[src/dsu_pkg.sv]
// Shared constants for the DDS sweep and update core
`default_nettype none
package dsu_pkg;
  localparam int ACC_W = 32;
  localparam int RATE_W = 16;
  localparam int CORE_DIV = 8;
  localparam int CORE_DIV_W = 3;
  // Register byte offsets
  localparam logic [7:0] OFF_CONTROL = 8'h00;
  localparam logic [7:0] OFF_STEP = 8'h04;
  localparam logic [7:0] OFF_RATE = 8'h08;
  localparam logic [7:0] OFF_FTW0 = 8'h0C;
  localparam logic [7:0] OFF_FTW1 = 8'h10;
  localparam logic [7:0] OFF_FTW2 = 8'h14;
  localparam logic [7:0] OFF_FTW3 = 8'h18;
  localparam logic [7:0] OFF_STATUS = 8'h1C;
  localparam logic [7:0] OFF_PHASE = 8'h20;
  localparam logic [7:0] OFF_FREQ = 8'h24;
  localparam logic [7:0] OFF_PROF_RD = 8'h28;
  // Control field positions
  localparam int CTL_AUTOCLR = 0;
  localparam int CTL_REFDIV2 = 1;
  localparam int CTL_PD_LO = 2;
  localparam int CTL_PD_W = 4;
  localparam int CTL_SWEEP_EN = 6;
  localparam logic [31:0] CTL_RESET = 32'h0000_0000;
  localparam logic [3:0] PD_ALL = 4'hF;
  localparam logic [1:0] RESP_OKAY = 2'b00;
  localparam logic [1:0] RESP_SLVERR = 2'b10;
endpackage
`default_nettype wire

[src/dsu_bank_if.sv]
// Profile bank connection between the core and its memory
`default_nettype none
interface dsu_bank_if;
  logic we;
  logic [1:0] waddr;
  logic [31:0] wdata;
  logic [1:0] raddr;
  logic [31:0] rdata;
  modport core (output we, output waddr, output wdata, output raddr,
    input rdata);
  modport mem (input we, input waddr, input wdata, input raddr,
    output rdata);
endinterface
`default_nettype wire

[src/dsu_profile_mem.sv]
// Four-entry active tuning-word memory with registered read
`default_nettype none
module dsu_profile_mem (
  input wire logic aclk, // clock
  dsu_bank_if.mem bank // bank port
);
  logic [31:0] mem [4];
  always_ff @(posedge aclk)
  begin
    if (bank.we)
      mem[bank.waddr] <= bank.wdata;
    bank.rdata <= mem[bank.raddr];
  end
endmodule
`default_nettype wire

[src/dsu_core.sv]
// DDS frequency sweep core with buffered registers and update pins
`default_nettype none
module dsu_core
  import dsu_pkg::*;
(
  input wire logic aclk, // reference clock
  input wire logic aresetn, // synchronous reset, low
  input wire logic [7:0] s_axi_awaddr, // write address
  input wire logic s_axi_awvalid, // write address valid
  output logic s_axi_awready, // write address ready
  input wire logic [31:0] s_axi_wdata, // write data
  input wire logic [3:0] s_axi_wstrb, // byte strobes
  input wire logic s_axi_wvalid, // write data valid
  output logic s_axi_wready, // write data ready
  output logic [1:0] s_axi_bresp, // write response
  output logic s_axi_bvalid, // write response valid
  input wire logic s_axi_bready, // write response ready
  input wire logic [7:0] s_axi_araddr, // read address
  input wire logic s_axi_arvalid, // read address valid
  output logic s_axi_arready, // read address ready
  output logic [31:0] s_axi_rdata, // read data
  output logic [1:0] s_axi_rresp, // read response
  output logic s_axi_rvalid, // read data valid
  input wire logic s_axi_rready, // read data ready
  input wire logic update_strobe, // buffer transfer pin
  input wire logic profile_select_low, // profile pin bit 0
  input wire logic profile_select_high, // profile pin bit 1
  input wire logic port_select, // 0 serial, 1 parallel
  output logic core_clock_output, // sample clock over eight
  output logic parallel_mode, // registered port select
  output logic [31:0] phase_out // phase accumulator
);
  // Write buffer
  logic [31:0] buf_ctl, buf_step, buf_ftw0, buf_ftw1, buf_ftw2, buf_ftw3;
  logic [RATE_W-1:0] buf_rate;
  // Active registers
  logic [31:0] act_ctl, act_step;
  logic [RATE_W-1:0] act_rate;
  logic [31:0] freq_acc, phase_acc, cur_ftw;
  logic [RATE_W-1:0] rate_cnt;
  logic half_div;
  logic [CORE_DIV_W-1:0] div_cnt;
  logic [2:0] fud_s, ps0_s, ps1_s, sp_s;
  logic fud_prev;
  logic [1:0] ps_prev;
  logic [1:0] copy_idx;
  logic copying;
  logic fill_done, bank_ok;
  // AXI state
  logic aw_hold, w_hold;
  logic [7:0] aw_addr;
  logic [31:0] w_data;
  logic [3:0] w_strb;
  logic rd_pend;
  logic [7:0] ar_addr;

  dsu_bank_if bank ();
  dsu_profile_mem u_mem (
    .aclk(aclk),
    .bank(bank)
  );

  function automatic logic [31:0] merge(input logic [31:0] old,
    input logic [31:0] nw, input logic [3:0] strb);
    logic [31:0] r;
    r = old;
    for (int i = 0; i < 4; i++)
      if (strb[i])
        r[i*8 +: 8] = nw[i*8 +: 8];
    return r;
  endfunction

  // Pin synchronisers: first stage is read only by the second
  wire fud_q = fud_s[1];
  wire [1:0] ps_q = {ps1_s[1], ps0_s[1]};
  wire [1:0] ps_tail = {ps1_s[2], ps0_s[2]};
  wire fud_tail = fud_s[2];

  wire sleep = act_ctl[CTL_PD_LO +: CTL_PD_W] == PD_ALL;
  wire sample_tick = ~sleep & (~act_ctl[CTL_REFDIV2] | half_div);
  wire core_tick = sample_tick &&
    div_cnt == CORE_DIV_W'(CORE_DIV - 1);
  wire core_rise = sample_tick &&
    div_cnt == CORE_DIV_W'(CORE_DIV / 2 - 1);
  // Pins are taken at the rising edge of the core clock output
  wire samp = core_rise;
  wire fud_toggle = samp & (fud_tail != fud_prev);
  wire ps_change = samp & (ps_tail != ps_prev);
  wire do_update = fud_toggle | ps_change;
  wire [1:0] act_prof = ps_prev;

  wire sweep_on = act_ctl[CTL_SWEEP_EN] && act_rate != '0;
  wire step_now = core_tick && sweep_on &&
    rate_cnt == RATE_W'(1);
  wire [31:0] inst_ftw = cur_ftw + freq_acc;

  wire wr_go = aw_hold & w_hold & ~s_axi_bvalid;
  wire [7:0] wa = aw_addr;
  wire wr_ok = wa == OFF_CONTROL || wa == OFF_STEP || wa == OFF_RATE ||
    wa == OFF_FTW0 || wa == OFF_FTW1 || wa == OFF_FTW2 || wa == OFF_FTW3;
  wire rd_go = s_axi_arvalid & s_axi_arready;
  wire [31:0] buf_sel = act_prof == 2'd0 ? buf_ftw0 :
    act_prof == 2'd1 ? buf_ftw1 : act_prof == 2'd2 ? buf_ftw2 : buf_ftw3;
  wire [31:0] copy_word = copy_idx == 2'd0 ? buf_ftw0 :
    copy_idx == 2'd1 ? buf_ftw1 : copy_idx == 2'd2 ? buf_ftw2 : buf_ftw3;

  // Copy all four buffered profiles into the bank, one per cycle
  assign bank.we = copying;
  assign bank.waddr = copy_idx;
  assign bank.wdata = copy_word;
  assign bank.raddr = act_prof;

  always_ff @(posedge aclk)
  begin
    // Cleared in reset so no unknown reaches the edge detectors
    fud_s <= aresetn ? {fud_s[1:0], update_strobe} : 3'b000;
    ps0_s <= aresetn ? {ps0_s[1:0], profile_select_low} : 3'b000;
    ps1_s <= aresetn ? {ps1_s[1:0], profile_select_high} : 3'b000;
    sp_s <= aresetn ? {sp_s[1:0], port_select} : 3'b000;
  end

  // Clock generation
  always_ff @(posedge aclk)
  begin
    if (!aresetn)
    begin
      half_div <= 1'b0;
      div_cnt <= '0;
      core_clock_output <= 1'b0;
      parallel_mode <= 1'b0;
    end
    else
    begin
      half_div <= sleep ? 1'b0 : ~half_div;
      parallel_mode <= sp_s[2];
      if (sample_tick)
        div_cnt <= div_cnt + 1'b1;
      if (core_rise)
        core_clock_output <= 1'b1;
      else if (core_tick)
        core_clock_output <= 1'b0;
    end
  end

  // Update capture
  always_ff @(posedge aclk)
  begin
    if (!aresetn)
    begin
      fud_prev <= 1'b0;
      ps_prev <= 2'b00;
      copying <= 1'b0;
      copy_idx <= 2'd0;
      fill_done <= 1'b0;
      bank_ok <= 1'b0;
      act_ctl <= CTL_RESET;
      act_step <= '0;
      act_rate <= '0;
    end
    else
    begin
      if (samp)
      begin
        fud_prev <= fud_tail;
        ps_prev <= ps_tail;
      end
      if (do_update)
      begin
        act_ctl <= buf_ctl;
        act_step <= buf_step;
        act_rate <= buf_rate;
        copying <= 1'b1;
        copy_idx <= 2'd0;
      end
      else if (copying)
      begin
        copy_idx <= copy_idx + 1'b1;
        copying <= copy_idx != 2'd3;
      end
      // The bank holds unknowns until the first full copy, and the
      // registered read needs one more cycle to catch up
      fill_done <= fill_done | (copying && copy_idx == 2'd3);
      bank_ok <= fill_done;
    end
  end

  // Sweep and phase engine
  always_ff @(posedge aclk)
  begin
    if (!aresetn)
    begin
      freq_acc <= '0;
      rate_cnt <= '0;
      phase_acc <= '0;
      cur_ftw <= '0;
      phase_out <= '0;
    end
    else
    begin
      // only the increment changes, phase is kept
      cur_ftw <= bank_ok ? bank.rdata : '0;
      if (sample_tick)
        phase_acc <= phase_acc + inst_ftw;
      phase_out <= phase_acc;
      if (act_ctl[CTL_AUTOCLR])
        freq_acc <= '0;
      else if (step_now)
        freq_acc <= freq_acc + act_step;
      if (!sweep_on)
        rate_cnt <= act_rate;
      else if (core_tick)
        rate_cnt <= (rate_cnt <= RATE_W'(1)) ? act_rate
          : rate_cnt - 1'b1;
    end
  end

  // AXI4-Lite write channel
  always_ff @(posedge aclk)
  begin
    if (!aresetn)
    begin
      aw_hold <= 1'b0;
      w_hold <= 1'b0;
      aw_addr <= '0;
      w_data <= '0;
      w_strb <= '0;
      s_axi_awready <= 1'b0;
      s_axi_wready <= 1'b0;
      s_axi_bvalid <= 1'b0;
      s_axi_bresp <= RESP_OKAY;
    end
    else
    begin
      s_axi_awready <= ~aw_hold & ~s_axi_awready & ~s_axi_bvalid;
      s_axi_wready <= ~w_hold & ~s_axi_wready & ~s_axi_bvalid;
      if (s_axi_awvalid & s_axi_awready)
      begin
        aw_hold <= 1'b1;
        aw_addr <= s_axi_awaddr;
        s_axi_awready <= 1'b0;
      end
      if (s_axi_wvalid & s_axi_wready)
      begin
        w_hold <= 1'b1;
        w_data <= s_axi_wdata;
        w_strb <= s_axi_wstrb;
        s_axi_wready <= 1'b0;
      end
      if (wr_go)
      begin
        aw_hold <= 1'b0;
        w_hold <= 1'b0;
        s_axi_bvalid <= 1'b1;
        s_axi_bresp <= wr_ok ? RESP_OKAY : RESP_SLVERR;
      end
      else if (s_axi_bvalid & s_axi_bready)
        s_axi_bvalid <= 1'b0;
    end
  end

  // Buffer registers
  always_ff @(posedge aclk)
  begin
    if (!aresetn)
    begin
      buf_ctl <= CTL_RESET;
      buf_step <= '0;
      buf_rate <= '0;
      buf_ftw0 <= '0;
      buf_ftw1 <= '0;
      buf_ftw2 <= '0;
      buf_ftw3 <= '0;
    end
    else if (wr_go)
    begin
      case (wa)
        OFF_CONTROL: buf_ctl <= merge(buf_ctl, w_data, w_strb);
        OFF_STEP: buf_step <= merge(buf_step, w_data, w_strb);
        OFF_RATE: buf_rate <= RATE_W'(merge(32'(buf_rate), w_data, w_strb));
        OFF_FTW0: buf_ftw0 <= merge(buf_ftw0, w_data, w_strb);
        OFF_FTW1: buf_ftw1 <= merge(buf_ftw1, w_data, w_strb);
        OFF_FTW2: buf_ftw2 <= merge(buf_ftw2, w_data, w_strb);
        OFF_FTW3: buf_ftw3 <= merge(buf_ftw3, w_data, w_strb);
        default: ;
      endcase
    end
  end

  // AXI4-Lite read channel
  always_ff @(posedge aclk)
  begin
    if (!aresetn)
    begin
      s_axi_arready <= 1'b0;
      s_axi_rvalid <= 1'b0;
      s_axi_rdata <= '0;
      s_axi_rresp <= RESP_OKAY;
      rd_pend <= 1'b0;
      ar_addr <= '0;
    end
    else
    begin
      s_axi_arready <= ~s_axi_arready & ~rd_pend & ~s_axi_rvalid;
      if (rd_go)
      begin
        rd_pend <= 1'b1;
        ar_addr <= s_axi_araddr;
      end
      if (rd_pend)
      begin
        rd_pend <= 1'b0;
        s_axi_rvalid <= 1'b1;
        s_axi_rresp <= RESP_OKAY;
        case (ar_addr)
          OFF_CONTROL: s_axi_rdata <= buf_ctl;
          OFF_STEP: s_axi_rdata <= buf_step;
          OFF_RATE: s_axi_rdata <= 32'(buf_rate);
          OFF_FTW0: s_axi_rdata <= buf_ftw0;
          OFF_FTW1: s_axi_rdata <= buf_ftw1;
          OFF_FTW2: s_axi_rdata <= buf_ftw2;
          OFF_FTW3: s_axi_rdata <= buf_ftw3;
          OFF_STATUS: s_axi_rdata <= {26'h0, sp_s[2], sleep, ps_q,
            fud_q, sweep_on};
          OFF_PHASE: s_axi_rdata <= phase_acc;
          OFF_FREQ: s_axi_rdata <= inst_ftw;
          OFF_PROF_RD: s_axi_rdata <= buf_sel;
          default:
          begin
            s_axi_rdata <= '0;
            s_axi_rresp <= RESP_SLVERR;
          end
        endcase
      end
      else if (s_axi_rvalid & s_axi_rready)
        s_axi_rvalid <= 1'b0;
    end
  end
endmodule
`default_nettype wire

[config.mk]
export PLATFORM = sky130hd
export DESIGN_NAME = dsu_core
export DESIGN_NICKNAME = d
export VERILOG_FILES = /design/src/dsu_pkg.sv /design/src/dsu_bank_if.sv /design/src/dsu_profile_mem.sv /design/src/dsu_core.sv
export SDC_FILE = /design/constraint.sdc
export NUM_CORES = 2
export LEC_CHECK = 0
export ABC_AREA = 1
export BUFFER_PORTS_ARGS = -buffer_cell sky130_fd_sc_hd__buf_2
export CAP_MARGIN = 15
export CORE_MARGIN = 2
export CORE_UTILIZATION = 30
export CTS_BUF_LIST = sky130_fd_sc_hd__clkbuf_8
export DETAILED_ROUTE_END_ITERATION = 12
export GPL_ROUTABILITY_DRIVEN = 0
export PLACE_DENSITY = 0.5
export SLEW_MARGIN = 5
export SYNTH_ARGS = -nofsm -noshare
export SYNTH_HDL_FRONTEND = slang
export SYNTH_SLANG_ARGS = --single-unit
[constraint.sdc]
create_clock -name aclk -period 3.7 [get_ports aclk]
set_clock_uncertainty 0.1 [all_clocks]
set_input_delay 0 -clock aclk [delete_from_list [all_inputs] [get_ports aclk]]
set_output_delay 0 -clock aclk [all_outputs]
set_load 0.1 [all_outputs]
======== Word level (Yosys, flattened, before mapping) ========
Memory sizes are Yosys's and may differ from the RTL's. A register that Yosys moved wholly into a read port is not among the register bits.
Cells that the tools add are included.
storage, ports and cells
  memories kept ........................... 1
  RAM bits ................................ 128
  bits of input ports ..................... 63
  flip-flop bits (word level) ............. 529
  output and inout bits ................... 75
  word-level logic and storage cells ...... 209
memory list
  memory     words  width  read ports  clocked after memory_dff  write ports  line                  source
  u_mem.mem  4      32     1           1                         1            dsu_profile_mem.sv:7  logic [31:0] mem [4];
operators by class
  bitwise operators ....................... 31
  reduce and logical (&&, ||, !) cells .... 55
  equal/unequal tests ..................... 29
  add/subtract/negate cells ............... 6
  magnitude comparators ................... 1
  muxes and demuxes ....................... 23
operators with widths
  operator                 number
  $pmux W32 S11            1
  $mux W32                 6
  $add A32 B32 Y32         3
  $reduce_and A3 Y1        26
  $eq A8 B5 Y1 const B     7
  $mux W16                 3
  $eq A8 B4 Y1 const B     4
  $eq A8 B6 Y1 const B     3
  $and A1 B1 Y1            16
  $eq A16 B1 Y1 const B    1
  $eq A8 B3 Y1 const B     2
  $le A16 B1 Y1 const B    1
  $logic_not A8 Y1         2
  $reduce_bool A16 Y1      1
  $sub A16 B1 Y16 const B  1
  $reduce_or A2 Y1         7
  $not A1 Y1               12
  $mux W1                  11
  $reduce_or A11 Y1        1
  $eq A2 B2 Y1 const B     3
  $logic_and A1 B1 Y1      6
  $logic_or A1 B1 Y1       6
  $reduce_bool A2 Y1       3
  $eq A2 B1 Y1 const B     2
  12 further kinds         17

======== Depth between registers and ports, before layout ========
  depth in word-level cells ............... 8
  mapped depth ............................ 28
  depth with buffers taken out ............ 28

======== Hierarchy ========
From an unflattened synthesis, not the netlist that was laid out.
unflattened totals
  cells, all modules ...................... 4,670
  area, all modules ....................... 34,161.5 µm²
by module, submodules not included
  module           sequential area each (µm²)  area an instance (µm²)  cells each  instances
  dsu_core         10,550.1                    28,083.2                4,129       1
  dsu_profile_mem  4,484.3                     6,078.3                 541         1

======== Worst setup path after synthesis ========
No wires, ideal clock.
  path type ............................... register -> register
  from .................................... register freq_acc[0]
  to ...................................... register phase_acc[31]
  arrival time ............................ 3.177 ns
  data required time ...................... 3.490 ns
  slack ................................... 0.313 ns
  setup time .............................. 0.110 ns
  cell stages (with the launch flop) ...... 26
  cells stage by stage .................... dfxtp_1 > ha_1 > inv_1 > fa_1 > inv_1 > nand3_1 > nand2_1 > a21boi_0 > o21ai_0 > nand3_1 > nand2_1 > nand2_1 > and2_1 > ha_1 > nand2_1 > inv_1 > a21oi_1 > nand2_1 > nand2_1 > nand2_1 > a21oi_1 > nand3_1 > nand3_1 > nand2_1 > inv_1 > nor2_1
on the way
  cells in the longest elaborated chain, start to end .. 2
ends and longest elaborated chain
  element                 line             source
  start, declared         dsu_core.sv:39   logic [31:0] freq_acc, phase_acc, cur_ftw;
  start signal, assigned  dsu_core.sv:208  freq_acc <= freq_acc + act_step;
  $add A32 B32 Y32        dsu_core.sv:95   wire [31:0] inst_ftw = cur_ftw + freq_acc;
  $add A32 B32 Y32        dsu_core.sv:203  phase_acc <= phase_acc + inst_ftw;
  end signal, assigned    dsu_core.sv:203
  end, declared           dsu_core.sv:39
No other way between the ends.
A chain may end at the register's enable or synchronous reset.

======== Final worst setup path ========
  from .................................... register cur_ftw[17]
  to ...................................... register phase_acc[29]
on the way
  cells in the longest elaborated chain, start to end .. 2
ends and longest elaborated chain
  element                 line             source
  start, declared         dsu_core.sv:39
  start signal, assigned  dsu_core.sv:201  cur_ftw <= bank_ok ? bank.rdata : '0;
  $add A32 B32 Y32        dsu_core.sv:95
  $add A32 B32 Y32        dsu_core.sv:203
No other way between the ends.

==> out/qor.yml <==
hold_path:
  hp-class: "in -> reg"
global_route:
  grt_max_degree: 123
  use_met3_pct: 4.51
  grt-busiest-layer: "met2"
  grt_pass1_vias: 29900
  track_usage_pct: 22.5
  overflow: 0
  antenna_found_initial: 5
  grtUsageMet2_pct: 33.3
  met1_usage_pct: 32.8
  grt_pass1_wl_um: 192000
synth:
  synth.distinct_cells: 59
  yosysWarnings: 0
  synthesis.area_um2: 33300
  synth_cells: 4342
  synth-seq-cells: 687
  synth-main-ff-cell: "dfxtp_1"
  synth.top_cell.area_share_pct: 33.6
  async_flop_share_pct: 0
  yosysSeqAreaShare_pct: 45.2
  synth_area_per_cell_um2: 7.67
  synth_enable_flop_cells: 128
  synth_area_leaders: "dfxtp_1, edfxtp_1, nand2_1"
  yosysTopAreaCell: "dfxtp_1"
clocking:
  cts_tree: "yes"
  clock-root-buffer: "clkbuf_8"
  htree_levels: 3
  post_cts_buffers: 0
  numCtsBuffers: 119
  cts.reportedPaths.clkPinSlew_ps: 60
  cts.sinks: 687
  clk-insertion-delay-late_ps: 810
  clockBufferDepth: 3
timing:
  final.period_utilization_pct: 94.2
  max-slew-margin-rel_pct: 37.5
  finalHoldViolCount: 0
  rsz0062_at_grt: "true"
  setup_viol: 0
  slew_viol_final: 0
  fin_crit_ps: 3480
  finalSetupTns_ps: 0
  worstMarginPinSlew_ps: 927
  fmax_mhz: 287
detailed_routing:
  firstDrtPassIters: 6
  wl_per_cell_um: 20.5
  ant_nets: 0
  vias: 32000
  viasPerCell: 5.05
  drc: 0
  drt-total-wl_um: 130000
  drt_iter0_drc: 3239
critical_path:
  crit_path_max_fanout: 4
  worstPathArrival_ps: 4040
  end_kind: "flop"
  regToRegSetupSlack_ps: 220
  path_class: "reg -> reg"
  required_ps: 4260
  start_kind: "flop"
outcome:
  status: "completed"
floorplan:
  row_count: 122
  die_x_um: 337
  initial_core_util_pct: 30.2
  die-area_um2: 114000
  io_pins: 138
  fp.dieH_um: 337
  core_um2: 110000
layout:
  area_growth_pct: 22.8
  utilization_pct: 37.0
  num-nets-final: 4908
  regMostFlops: "u_mem.mem"
  largest_reg_flops: 128
  drive_above_1_share_pct: 12.7
placement:
  numPortBuffers: 135
  hpwl_um: 93300
power_and_ir_drop:
  leakage_nw: 17.6
  finalPower_mw: 16.5
  vdd_drop_max_v: 0.000231
  power_density_nw_per_um2: 403
flow_run:
  drv_cap: 0
==> synth_stat cells (12+ instances only) <==
master,n
nand2_1,826
dfxtp_1,559
o21ai_0,499
a21oi_1,469
inv_1,469
nor2_1,442
nand3_1,140
edfxtp_1,128
clkbuf_1,116
ha_1,107
o211ai_1,57
a211oi_1,55
xor2_1,47
buf_2,45
o22ai_1,38
nand4_1,32
o2111ai_1,29
nor2_4,25
nor3_1,24
xnor2_1,24
buf_4,23
o21bai_1,17
a21o_1,12
a221oi_1,12
==> per-layer routing <==
metal / share of wire (%) / vias to the layer above
met5: 0.010 / -
met4: 2.8 / 2
met3: 8.9 / 227
met2: 42 / 1294
met1: 47 / 15000
li1: - / 15400
==> critical path, cell delays in order (launching register included) <==
cell,delay [ps]
dfxtp_1,350
ha_2,430
nand2_2,120
nor2_4,170
inv_1,100
nor4_1,270
nand2_1,140
nand2_1,80
nand2_1,60
nand2_1,70
inv_1,50
ha_1,300
a21oi_1,200
buf_4,130
nor2_1,30
nor2_1,150
o21ai_0,120
a21oi_1,170
a21oi_1,90
o21ai_0,150
inv_1,50
==> through the flow <==
step	std cells	cell area, µm²	hold WS (ps)	worst slack, ps
after floorplan	4343	33300	-2.37	313
after global placement	5897	36000	91.9	-123
after detailed placement	5897	36000	90.5	-123
after CTS	6322	40500	158	47.6
after global routing	6323	40900	230	-0.118
final	6324	40900	244	216
==> final cells by class <==
class | count | area, µm²
Fill cell | 11600 | 69500
Tap cell | 1488 | 1860
Antenna cell | 2 | 5.00
Clock inverter | 78 | 478
Multi-Input combinational cell | 2970 | 15900
Sequential cell | 687 | 15000
Clock buffer | 142 | 1950
Timing Repair Buffer | 474 | 3820
Inverter | 483 | 1820
==> logic make-up after synthesis <==
kind of cell	after synthesis	synth area share (%)
DFF	687	45.2
xor gates and xnor gates	71	1.87
buffers and inverters	686	8.41
other	1	0.0113
AOI/OAI and AO/OA	1239	20.7
adders and majority gates	110	4.20
and+or+nand+nor	1548	19.6
==> placed cells by master, fill, tap and decap left out, drive strengths merged, types with 34 or more instances in the layout <==
cell,instances
o22ai,38
nand2,831
a21oi,469
buf,268
dfxtp,559
clkbuf,143
dlygate4sd3,205
o211ai,57
a211oi,56
nand3,143
nor2,477
ha,107
edfxtp,128
xor2,47
nand4,34
o21ai,505
inv,529
==> timing repair <==
item | in CTS | in global routing
endpoints found under the hold margin | 176 | 0
endpoints found under the setup margin | 6 | 17
hold buffers | 205 | 0
resized for setup | 4 | 102
pin swaps | 0 | 10
==> where the power goes <==
| group | switching (mW) | internal [mW] |
|---|---|---|
| sequential | 0.104 | 7.76 |
| clock | 3.40 | 3.77 |
| combinational | 0.969 | 0.471 |
==> worst paths after layout <==
kind / startpoint / end / cells after the start
max: cur_ftw[17] / phase_acc[29] / 20
min: aresetn / buf_ftw3[31] / 4
max reg2reg: cur_ftw[17] / phase_acc[29] / 20
min reg2reg: u_mem.bank.rdata[26] / cur_ftw[26] / 2
Power figures use the tool's default switching activity.
